## src/rtl/mrs_cfg.svh

```systemverilog
// Constants for the serial slave telegram framer
`ifndef MRS_CFG_SVH
`define MRS_CFG_SVH
// Character time in bit times
`define MRS_CHAR_BITS 11
`define MRS_T15_BITS ((`MRS_CHAR_BITS * 3 + 1) / 2)
`define MRS_T35_BITS ((`MRS_CHAR_BITS * 7 + 1) / 2)
`define MRS_BCAST_ADDR 8'h00
`define MRS_ADDR_MAX 8'hF7
`define MRS_MIN_FRAME 8'h04
`define MRS_REQ_BYTES 6
`define MRS_RESP_BYTES 12
`define MRS_CRC_INIT 16'hFFFF
`define MRS_CRC_POLY 16'hA001
`define MRS_FC_NONE 8'h00
`define MRS_FC_RD_COILS 8'h01
`define MRS_FC_WR_COIL 8'h05
`define MRS_EXC_FLAG 8'h80
`define MRS_EXC_FUNC 8'h01
`define MRS_EXC_ADDR 8'h02
`define MRS_EXC_VALUE 8'h03
`define MRS_COIL_REF 16'h0010
`define MRS_COIL_STAT 16'h0020
`define MRS_COIL_STORE 16'h0040
`define MRS_COIL_COUNT 17'h00041
`define MRS_COIL_ON 16'hFF00
`define MRS_COIL_OFF 16'h0000
`define MRS_CTL_RST 16'h0000
`define MRS_REF_RST 16'h0000
`define MRS_STORE_RST 1'b0
`define MRS_FIFO_DEPTH 32
`endif

```

## src/rtl/mrs_pkg.sv

```systemverilog
// Types of the serial slave telegram framer
package mrs_pkg;
    typedef enum logic [3:0] {
        RX_SYNC = 4'b0001,
        RX_IDLE = 4'b0010,
        RX_RECV = 4'b0100,
        RX_GAP  = 4'b1000
    } mrs_rx_t;
    typedef enum logic [3:0] {
        TX_IDLE = 4'b0001,
        TX_BODY = 4'b0010,
        TX_CRCL = 4'b0100,
        TX_CRCH = 4'b1000
    } mrs_tx_t;
    typedef struct packed {
        logic       valid;
        logic [7:0] data;
    } mrs_byte_t;
    typedef struct packed {
        logic [1:0] presetRef;
        logic       dcBrake;
        logic       coastStop;
        logic       quickStop;
        logic       freezeFreq;
        logic       rampStop;
        logic       faultReset;
        logic       jog;
        logic       ramp2;
        logic       dataValid;
        logic       relay1;
        logic       relay2;
        logic       setupSel;
        logic       reverse;
    } mrs_cmd_t;
endpackage

```

## src/rtl/mrs_framer.sv

```systemverilog
// Slave telegram framer with its response FIFO
//
// Operation
// - Accept a telegram only after 3.5 character times of bus silence.
// - A telegram ends after 3.5 character times of silence following it.
// - Reply bytes are queued back to back without gaps.
// - Silence over 1.5 character times closes the current frame.
// - Bytes arriving before 3.5 character times join the old frame; no reply.
// - Receiver always listens; first byte is the target address.
// - Truncated frames raise the error pulse.
// - Frame is address, function, data bytes, then 16-bit CRC.
// - Broadcast address 0 is acted on but never answered.
// - Own address 1 to 247; act only on own or broadcast address.
// - Every reply carries the own address first.
// - Function code zero is not a valid request.
// - A normal reply echoes the function code.
// - An exception reply sets the function top bit and adds a code.
// - CRC covers every byte regardless of parity.
// - Received CRC mismatch gives no reply.
// - CRC goes out low byte first, high byte last.
// - Coil addresses in frames are zero based.
// - Coils are single bits inside 16-bit words.
// - Coils 1-16 control word, 17-32 speed reference, written by master.
// - Coils 33-48 status word, 49-64 frequency or feedback, read only.
// - Coil 65 selects non-volatile parameter store; higher coils reserved.
// - Character is start, 8 data, parity and stop, or two stops.
// - Baud rate 2400 to 115200 set by bit divisor.
`timescale 1ns/100ps
`include "mrs_cfg.svh"

module mrs_fifo #(
    parameter int WIDTH = 8,
    parameter int DEPTH = `MRS_FIFO_DEPTH
) (
    // Clock and reset
    input  wire logic             clk,
    input  wire logic             reset_n,
    input  wire logic             ce,
    // Fill side
    input  wire logic             inValid,
    output logic                  inReady,
    input  wire logic [WIDTH-1:0] inData,
    // Drain side
    output logic                  outValid,
    input  wire logic             outReady,
    output logic      [WIDTH-1:0] outData
);
    localparam int AW = $clog2(DEPTH);
    logic [WIDTH-1:0] mem_r [DEPTH];
    logic [AW-1:0]    wrPtr_r;
    logic [AW-1:0]    rdPtr_r;
    logic [AW:0]      count_r;
    logic             push;
    logic             pop;

    assign inReady  = count_r != (AW+1)'(DEPTH);
    assign outValid = count_r != '0;
    assign push     = ce && inValid && inReady;
    assign pop      = ce && outValid && outReady;
    assign outData  = mem_r[rdPtr_r];

    always_ff @(posedge clk) begin
        if (push) begin
            mem_r[wrPtr_r] <= inData;
        end
    end

    always_ff @(posedge clk or negedge reset_n) begin
        if (!reset_n) begin
            wrPtr_r <= '0;
            rdPtr_r <= '0;
            count_r <= '0;
        end else begin
            if (push) begin
                wrPtr_r <= wrPtr_r + 1'b1;
            end
            if (pop) begin
                rdPtr_r <= rdPtr_r + 1'b1;
            end
            if (push && !pop) begin
                count_r <= count_r + 1'b1;
            end else if (pop && !push) begin
                count_r <= count_r - 1'b1;
            end
        end
    end
endmodule

module mrs_framer (
    // Clock and reset
    input  wire logic              clk,
    input  wire logic              reset_n,
    input  wire logic              ce,
    // Received characters
    input  wire mrs_pkg::mrs_byte_t rxIn,
    // Transmit characters
    output logic [7:0]             txData,
    output logic                   txValid,
    input  wire logic              txReady,
    // Configuration
    input  wire logic [15:0]       baudDiv,
    input  wire logic [7:0]        ownAddr,
    // Drive data
    input  wire logic [15:0]       statusWord,
    input  wire logic [15:0]       outWord,
    output mrs_pkg::mrs_cmd_t      cmd,
    output logic [15:0]            ctlWord,
    output logic [15:0]            speedRef,
    output logic                   storeNv,
    // Status
    output logic                   frameOk,
    output logic                   frameErr,
    output logic                   busy
);
    function automatic logic [15:0] crcByte(input logic [15:0] c, input logic [7:0] d);
        logic [15:0] r;
        r = c ^ {8'h00, d};
        for (int i = 0; i < 8; i++) begin
            r = r[0] ? ((r >> 1) ^ `MRS_CRC_POLY) : (r >> 1);
        end
        return r;
    endfunction

    localparam logic [5:0] T15 = 6'(`MRS_T15_BITS);
    localparam logic [5:0] T35 = 6'(`MRS_T35_BITS);

    mrs_pkg::mrs_rx_t rxState_r;
    mrs_pkg::mrs_rx_t rxState_nxt;
    mrs_pkg::mrs_tx_t txState_r;
    logic [15:0] baudCnt_r;
    logic [5:0]  idleBits_r;
    logic [7:0]  rxCount_r;
    logic [15:0] crc_r;
    logic [7:0]  req_r [`MRS_REQ_BYTES];
    logic        bad_r;
    logic [7:0]  resp_r [`MRS_RESP_BYTES];
    logic [7:0]  respNxt [`MRS_RESP_BYTES];
    logic [3:0]  respLen_r;
    logic [3:0]  lenNxt;
    logic [3:0]  txIdx_r;
    logic [15:0] txCrc_r;
    logic [7:0]  exc;
    logic        wrOk;
    logic        bitTick;
    logic        gap15;
    logic        gap35;
    logic        byteTake;
    logic        evalNow;
    logic        goodFrame;
    logic        forUs;
    logic        bcast;
    logic        fcValid;
    logic        loadResp;
    logic        doWrite;
    logic [15:0] startAddr;
    logic [15:0] qty;
    logic [16:0] endAddr;
    logic [71:0] coilImg;
    logic [71:0] coilBits;
    logic [7:0]  byteCnt;
    logic        fifoInValid;
    logic        fifoInReady;
    logic [7:0]  fifoInData;
    logic        txPush;
    logic        frameOk_r;
    logic        frameErr_r;

    // Bit timer restarts on each character so silence counts from its stop bit
    assign bitTick = ce && !rxIn.valid && baudCnt_r >= baudDiv - 16'h0001;

    always_ff @(posedge clk or negedge reset_n) begin
        if (!reset_n) begin
            baudCnt_r <= 16'h0000;
        end else if (ce) begin
            if (rxIn.valid || bitTick) begin
                baudCnt_r <= 16'h0000;
            end else begin
                baudCnt_r <= baudCnt_r + 16'h0001;
            end
        end
    end

    // Silence in bit times; one character is eleven bits
    always_ff @(posedge clk or negedge reset_n) begin
        if (!reset_n) begin
            idleBits_r <= 6'h00;
        end else if (ce) begin
            if (rxIn.valid) begin
                idleBits_r <= 6'h00;
            end else if (bitTick && idleBits_r != T35) begin
                idleBits_r <= idleBits_r + 6'h01;
            end
        end
    end

    assign gap15 = idleBits_r >= T15;
    assign gap35 = idleBits_r == T35;

    // Receiver never stops listening, even while replying
    always_comb begin
        rxState_nxt = rxState_r;
        case (rxState_r)
            mrs_pkg::RX_SYNC: begin
                if (!rxIn.valid && gap35) begin
                    rxState_nxt = mrs_pkg::RX_IDLE;
                end
            end
            mrs_pkg::RX_IDLE: begin
                if (rxIn.valid) begin
                    rxState_nxt = mrs_pkg::RX_RECV;
                end
            end
            mrs_pkg::RX_RECV: begin
                if (!rxIn.valid && gap15) begin
                    rxState_nxt = mrs_pkg::RX_GAP;
                end
            end
            mrs_pkg::RX_GAP: begin
                if (rxIn.valid) begin
                    rxState_nxt = mrs_pkg::RX_RECV;
                end else if (gap35) begin
                    rxState_nxt = mrs_pkg::RX_IDLE;
                end
            end
            default: rxState_nxt = mrs_pkg::RX_SYNC;
        endcase
    end

    always_ff @(posedge clk or negedge reset_n) begin
        if (!reset_n) begin
            rxState_r <= mrs_pkg::RX_SYNC;
        end else if (ce) begin
            rxState_r <= rxState_nxt;
        end
    end

    assign byteTake = ce && rxIn.valid && rxState_r != mrs_pkg::RX_SYNC;
    assign evalNow  = ce && rxState_r == mrs_pkg::RX_GAP && !rxIn.valid && gap35;

    // Frame capture: first byte restarts count and CRC
    always_ff @(posedge clk or negedge reset_n) begin
        if (!reset_n) begin
            rxCount_r <= 8'h00;
            crc_r     <= `MRS_CRC_INIT;
            bad_r     <= 1'b0;
            for (int i = 0; i < `MRS_REQ_BYTES; i++) begin
                req_r[i] <= 8'h00;
            end
        end else if (byteTake) begin
            if (rxState_r == mrs_pkg::RX_IDLE) begin
                rxCount_r <= 8'h01;
                crc_r     <= crcByte(`MRS_CRC_INIT, rxIn.data);
                bad_r     <= 1'b0;
                req_r[0]  <= rxIn.data;
            end else begin
                if (rxCount_r != 8'hFF) begin
                    rxCount_r <= rxCount_r + 8'h01;
                end
                crc_r <= crcByte(crc_r, rxIn.data);
                if (rxState_r == mrs_pkg::RX_GAP) begin
                    bad_r <= 1'b1;
                end
                if (rxCount_r < 8'(`MRS_REQ_BYTES)) begin
                    req_r[3'(rxCount_r)] <= rxIn.data;
                end
            end
        end
    end

    // Residue of zero over data plus CRC means a clean frame
    assign goodFrame = !bad_r && rxCount_r >= `MRS_MIN_FRAME && crc_r == 16'h0000;
    assign bcast     = req_r[0] == `MRS_BCAST_ADDR;
    assign forUs     = req_r[0] == ownAddr && ownAddr != `MRS_BCAST_ADDR
                       && ownAddr <= `MRS_ADDR_MAX;
    assign fcValid   = req_r[1] != `MRS_FC_NONE;
    assign startAddr = {req_r[2], req_r[3]};
    assign qty       = {req_r[4], req_r[5]};
    assign endAddr   = {1'b0, startAddr} + {1'b0, qty};
    // Coil image, bit 0 is coil 1
    assign coilImg   = {7'h00, storeNv, outWord, statusWord, speedRef, ctlWord};
    assign coilBits  = (coilImg >> startAddr[6:0])
                       & ((72'h1 << qty[6:0]) - 72'h1);
    assign byteCnt   = 8'((qty + 16'h0007) >> 3);

    always_comb begin
        for (int i = 0; i < `MRS_RESP_BYTES; i++) begin
            respNxt[i] = 8'h00;
        end
        lenNxt     = 4'h0;
        exc        = 8'h00;
        wrOk       = 1'b0;
        respNxt[0] = ownAddr;
        respNxt[1] = req_r[1];
        case (req_r[1])
            `MRS_FC_RD_COILS: begin
                if (qty == 16'h0000 || qty > 16'(`MRS_COIL_COUNT)) begin
                    exc = `MRS_EXC_VALUE;
                end else if (endAddr > `MRS_COIL_COUNT) begin
                    exc = `MRS_EXC_ADDR;
                end else begin
                    respNxt[2] = byteCnt;
                    for (int k = 0; k < 9; k++) begin
                        respNxt[3+k] = coilBits[8*k +: 8];
                    end
                    lenNxt = 4'(byteCnt + 8'h03);
                end
            end
            `MRS_FC_WR_COIL: begin
                if (qty != `MRS_COIL_ON && qty != `MRS_COIL_OFF) begin
                    exc = `MRS_EXC_VALUE;
                end else if (startAddr >= `MRS_COIL_STAT
                             && startAddr != `MRS_COIL_STORE) begin
                    exc = `MRS_EXC_ADDR;
                end else begin
                    wrOk = 1'b1;
                    for (int i = 2; i < `MRS_REQ_BYTES; i++) begin
                        respNxt[i] = req_r[i];
                    end
                    lenNxt = 4'(`MRS_REQ_BYTES);
                end
            end
            default: exc = `MRS_EXC_FUNC;
        endcase
        if (exc != 8'h00) begin
            respNxt[1] = req_r[1] | `MRS_EXC_FLAG;
            respNxt[2] = exc;
            lenNxt     = 4'h3;
        end
    end

    // A request ending while a reply is still being pushed into the FIFO gets no reply; its write still applies
    assign loadResp = evalNow && goodFrame && forUs && fcValid
                      && txState_r == mrs_pkg::TX_IDLE;
    assign doWrite  = evalNow && goodFrame && (forUs || bcast) && fcValid && wrOk;

    always_ff @(posedge clk or negedge reset_n) begin
        if (!reset_n) begin
            respLen_r <= 4'h0;
            for (int i = 0; i < `MRS_RESP_BYTES; i++) begin
                resp_r[i] <= 8'h00;
            end
        end else if (loadResp) begin
            respLen_r <= lenNxt;
            for (int i = 0; i < `MRS_RESP_BYTES; i++) begin
                resp_r[i] <= respNxt[i];
            end
        end
    end

    // Coil writes land in the word that holds them
    always_ff @(posedge clk or negedge reset_n) begin
        if (!reset_n) begin
            ctlWord  <= `MRS_CTL_RST;
            speedRef <= `MRS_REF_RST;
            storeNv  <= `MRS_STORE_RST;
        end else if (doWrite) begin
            if (startAddr < `MRS_COIL_REF) begin
                ctlWord[startAddr[3:0]] <= qty == `MRS_COIL_ON;
            end else if (startAddr < `MRS_COIL_STAT) begin
                speedRef[startAddr[3:0]] <= qty == `MRS_COIL_ON;
            end else begin
                storeNv <= qty == `MRS_COIL_ON;
            end
        end
    end

    // Zero on stop bits asserts the stop, the reset value is therefore safe
    assign cmd.presetRef  = ctlWord[1:0];
    assign cmd.dcBrake    = ~ctlWord[2];
    assign cmd.coastStop  = ~ctlWord[3];
    assign cmd.quickStop  = ~ctlWord[4];
    assign cmd.freezeFreq = ~ctlWord[5];
    assign cmd.rampStop   = ~ctlWord[6];
    assign cmd.faultReset = ctlWord[7];
    assign cmd.jog        = ctlWord[8];
    assign cmd.ramp2      = ctlWord[9];
    assign cmd.dataValid  = ctlWord[10];
    assign cmd.relay1     = ctlWord[11];
    assign cmd.relay2     = ctlWord[12];
    assign cmd.setupSel   = ctlWord[13];
    assign cmd.reverse    = ctlWord[15];

    always_ff @(posedge clk or negedge reset_n) begin
        if (!reset_n) begin
            frameOk_r  <= 1'b0;
            frameErr_r <= 1'b0;
        end else if (ce) begin
            frameOk_r  <= evalNow && goodFrame && (forUs || bcast) && fcValid;
            frameErr_r <= evalNow && (!goodFrame || ((forUs || bcast) && !fcValid));
        end
    end

    assign frameOk  = frameOk_r;
    assign frameErr = frameErr_r;

    // Reply bytes stream without pause whenever the FIFO accepts
    assign fifoInValid = txState_r != mrs_pkg::TX_IDLE;
    assign txPush      = ce && fifoInValid && fifoInReady;
    always_comb begin
        case (txState_r)
            mrs_pkg::TX_CRCL: fifoInData = txCrc_r[7:0];
            mrs_pkg::TX_CRCH: fifoInData = txCrc_r[15:8];
            default:          fifoInData = resp_r[txIdx_r];
        endcase
    end

    always_ff @(posedge clk or negedge reset_n) begin
        if (!reset_n) begin
            txState_r <= mrs_pkg::TX_IDLE;
            txIdx_r   <= 4'h0;
            txCrc_r   <= `MRS_CRC_INIT;
        end else if (ce) begin
            case (txState_r)
                mrs_pkg::TX_IDLE: begin
                    if (loadResp) begin
                        txState_r <= mrs_pkg::TX_BODY;
                        txIdx_r   <= 4'h0;
                        txCrc_r   <= `MRS_CRC_INIT;
                    end
                end
                mrs_pkg::TX_BODY: begin
                    if (txPush) begin
                        txCrc_r <= crcByte(txCrc_r, fifoInData);
                        txIdx_r <= txIdx_r + 4'h1;
                        if (txIdx_r == respLen_r - 4'h1) begin
                            txState_r <= mrs_pkg::TX_CRCL;
                        end
                    end
                end
                mrs_pkg::TX_CRCL: begin
                    if (txPush) begin
                        txState_r <= mrs_pkg::TX_CRCH;
                    end
                end
                mrs_pkg::TX_CRCH: begin
                    if (txPush) begin
                        txState_r <= mrs_pkg::TX_IDLE;
                    end
                end
                default: txState_r <= mrs_pkg::TX_IDLE;
            endcase
        end
    end

    mrs_fifo #(
        .WIDTH (8),
        .DEPTH (`MRS_FIFO_DEPTH)
    ) u_txFifo (
        .clk      (clk),
        .reset_n  (reset_n),
        .ce       (ce),
        .inValid  (fifoInValid),
        .inReady  (fifoInReady),
        .inData   (fifoInData),
        .outValid (txValid),
        .outReady (txReady),
        .outData  (txData)
    );

    assign busy = txState_r != mrs_pkg::TX_IDLE || txValid;
endmodule

```

## config.mk

```make
export PLATFORM = sky130hd
export DESIGN_NAME = mrs_framer
export DESIGN_NICKNAME = d
export VERILOG_FILES = /design/src/rtl/mrs_pkg.sv /design/src/rtl/mrs_framer.sv
export VERILOG_INCLUDE_DIRS = /design/src /design/src/rtl
export SDC_FILE = /design/constraint.sdc
export NUM_CORES = 1
export LEC_CHECK = 0
export BUFFER_PORTS_ARGS = -buffer_cell sky130_fd_sc_hd__buf_4
export CAP_MARGIN = 25
export CORE_MARGIN = 4
export CORE_UTILIZATION = 55
export DETAILED_ROUTE_END_ITERATION = 10
export PLACE_DENSITY = 0.81
export SYNTH_ARGS = -nofsm -noshare
export SYNTH_HDL_FRONTEND = slang
export SYNTH_SLANG_ARGS = --single-unit
```

## constraint.sdc

```tcl
create_clock -name clk -period 3.5 [get_ports clk]
set_clock_uncertainty 0.1 [all_clocks]
set_input_delay 0 -clock clk [delete_from_list [all_inputs] [get_ports clk]]
set_output_delay 0 -clock clk [all_outputs]
set_load 0.01 [all_outputs]
```

==> reports/qor.yml <==
fp.coreArea_um2: 54000
seq_area_frac_synth_pct: 47.8
synth_area_um2: 30100
violations: "negative setup slack"
post-route-drc-count: 0
combinational_fraction_of_design_power_pct: 54.6
power_density_nw_per_um2: 893
viasPerCell: 6.44
ant_nets: 0
crit_required_ns: 3.93
clk_latency_ns: 0.62
tritoncts: "done"
worst_slew_margin_rel_pct: 37.4
regArea_um2: 14400
via_count_of_the_first_global_routing_pass: 23569
grt_util_met1_pct: 38.5
maximum_buffer_depth_of_the_clock_tree: 3
grt.met2_usage_pct: 50.5
synth.lib_cells_used.distinct: 80
multi_input_combinational_cell_area_um2: 15000
area_growth_from_synthesis_to_layout_pct: 18.7
syn-instance-count: 2688
run_status: "finished with violations"
drt_pass1_iterations: 5
proportion_of_power_drawn_by_the_clock_network_pct: 18.8
fmax_achieved_mhz: 254
number_of_failing_setup_endpoints_in_the_final_timing_report: 74
floorplan.initialDensity_pct: 55.8
cts_inserted_buffers: 56
critPathKind: "flip-flop to flip-flop"
cellLeakagePower_nw: 14.4
synth_warnings: 0
synth.top_cells.by_area: "edfxtp_1 26%, dfrtp_1 19%, mux4_2 12%, nand2_1 4.9%, mux2i_1 3.3%"
die_w_um: 242
ys_ff_latch: 523
post-route-min-period_ns: 3.93
num_vias: 23728
power_switching_share_pct: 41.5
timing.final.ws_setup_ns: -0.431
transition_time_of_the_tightest_slew_check_pin_ns: 0.927
ir_worst_vdd_v: 0.000812
path_cells: "ha_4 > fa_2 > a21o_1 > a21oi_2 > buf_4 > xnor2_2 > a2111oi_4 > a21oi_1 > o21ai_1 > nand3_1 > or4_4 > or3_4 > clkbuf_16 > o21ai_2"
synth_nets: 2811
path_delay_family: "simple AND/OR/NAND/NOR gates"
clk_pin_slew_worst_paths_ns: 0.06
fp.dieArea_um2: 58600
postLayoutCoreUtil_pct: 66.2
antenna_cells_inserted: 0
drt_iter0_markers: 2557
dp_worst_setup_slack_ns: -0.407
chipHeight_um: 242
worst_ep_arrival_time_ns: 4.36
p_int_w: 0.0187
synth-async-reset-ratio_pct: 51.1
timing.critical_path.slowest_cell_delay_ns: 0.59
tritoncts_num_sinks: 523
ios: 129
end_kind: "flip-flop"
worst_setup_path_start_kind: "flip-flop"
critical-path-slowest-cell: "or4_4"
layout-drive-gt1-share_pct: 29.3
timing_max_transition_violations_final: 0
final-hold-violation-count: 0
finalCritPeriodShare_pct: 112
routabilityCongestion: 0.980
dpl.hpwl_mm: 60.7
timing.critical_path.buf_inv: 2
post_synthesis_cell_type_with_the_largest_combined_area: "edfxtp_1"
power.switching_w: 0.0133
globalRouteOverflowTotal: 0
cap_viol_max_count: 0
hold_path.class: "input pin to flip-flop"
htree_levels: 2
fillerInstances: 3899
grt.total_usage_pct: 29.3
antenna_found_initial: 0
largest_net_degree_at_the_start_of_global_routing: 77
final_net_count: 3066
yosysTopAreaCellShare_pct: 25.5
synth-edff-count: 256
totalWireLength_mm: 88.6
avgRoutedWirePerCell_um: 24.0
power_frac_seq_pct: 26.6
cts_root_buffer: "clkbuf_16"
wire_length_of_the_first_global_routing_pass_mm: 137
critical_path.max_fanout: 7
grt_setup_unrepaired: "yes"
grt_util_met3_pct: 3.74
synth_flop_type: "edfxtp_1"
io_buffer_count: 128
avgSynthCellArea_um2: 11.2
grt_busiest_layer: "met2"
placementRows: 85
[Yosys cell counts, drive strengths merged, types with 6 or more instances]
master and instances:
nand2 392, edfxtp 256, dfrtp 233, o21ai 201, nor2 198, mux4 155, clkbuf 136, a21oi 104
mux2i 98, mux2 82, xnor2 77, buf 57, nand3 56, nor3 53, ha 52, xor2 48
inv 47, dfstp 34, or3 31, nor4 26, nand4 25, o22a 25, o31ai 25, nand2b 23
a31oi 20, a22oi 18, a21o 17, and2 17, nor2b 14, o22ai 14, or2 14, or4 12
o211ai 11, a211oi 10, and3 9, nand3b 9, a221oi 8, a22o 6, nor4b 6
[path summary, 6_finish.rpt]
check,start,to,slack [ns],cells past startpoint
setup reg to reg,req_r[16],resp_r[71],-0.43,14
hold reg to reg,resp_r[81],resp_r[81],0.37,2
min in group asynchronous,reset_n,resp_r[80],0.40,3
hold / removal,ownAddr[3],resp_r[91],0.09,4
setup / recovery,req_r[16],resp_r[71],-0.43,14
max in group asynchronous,reset_n,txCrc_r[14],2.05,4
[power by group through the flow]
stage          combinational, W  sequential, W  clock, W
2_1_floorplan            0.0107        0.00811         0
3_3_place_gp             0.0161        0.00848         0
3_5_place_dp             0.0164        0.00856         0
4_1_cts                  0.0168        0.00846   0.00604
5_1_grt                  0.0186        0.00859   0.00630
6_report                 0.0174        0.00850   0.00599
[sequential cells by signal, summed over array words and instances (netlist names), 6 cells and up]
name and cells:
idleBits_r 6, qty 16, txCrc_r 16, ctlWord 16, u_txFifo.mem_r 256, speedRef 16
crc_r 16, resp_r 89, baudCnt_r 16, req_r 32, u_txFifo.count_r 6, rxCount_r 8
[tightest hold or removal path, cell delays in order]
cell           delay [ns]
dlygate4sd3_1        0.53
buf_4                0.13
nand2_1              0.05
nand2_1              0.05
[stage by stage]
| stage | setup TNS [ns] | total power (W) | area, um2 | hold slack (ns) | cells |
|---|---|---|---|---|---|
| CTS | -19.54 | 0.0313 | 35300 | 0.0735 | 3672 |
| floorplan | -0.0116 | 0.0188 | 30100 | -0.396 | 2688 |
| global placement | -19.70 | 0.0246 | 32900 | 0.0297 | 3530 |
| detailed placement | -25.49 | 0.0249 | 32900 | 0.0403 | 3530 |
| finish | -25.13 | 0.0319 | 35800 | 0.0917 | 3686 |
| global route | -27.38 | 0.0335 | 35800 | 0.105 | 3686 |
[placed cells by master, fill, tap and decap left out, types with 75 or more instances in the layout]
master    count
xnor2_1      75
nor2_1      198
a21oi_1     100
dfrtp_1     224
edfxtp_1    256
nand2_1     391
o21ai_0     123
mux2i_1      98
mux2_2       82
mux4_2      155
buf_4       336
[routing by layer]
metal  wire (um)  part of all wire [%]
met2       44800                    51
met5           0                     0
met1       34600                    39
met3        5970                   6.7
met4        3200                   3.6
[layout make-up]
| type | count | area share [%] |
|---|---|---|
| clock inverters | 30 | 0.868 |
| repair buffers | 389 | 9.44 |
| clock buffers | 75 | 4.40 |
| inverters | 48 | 0.504 |
| well taps | 696 | 2.44 |
| multi-input cells | 1925 | 42.0 |
| flip-flops and latches | 523 | 40.4 |
[what timing repair did]
item,CTS,global route
endpoints found under the setup margin,76,91
hold endpoints to repair,237,0
setup buffers,10,7
hold buffers,23,0
gates resized for setup,30,45
pin swaps,21,59
gates cloned,4,6
[logic make-up after synthesis]
| logic type | after synthesis | share of synthesized area (%) |
|---|---|---|
| flops | 523 | 47.8 |
| mux | 335 | 17.9 |
| compound gates | 505 | 11.1 |
| xor+xnor | 126 | 3.71 |
| simple gates | 904 | 13.8 |
| fa+ha+maj | 54 | 2.29 |
| buf+inv | 241 | 3.36 |
Note: power is estimated with default switching activity, not from simulation.
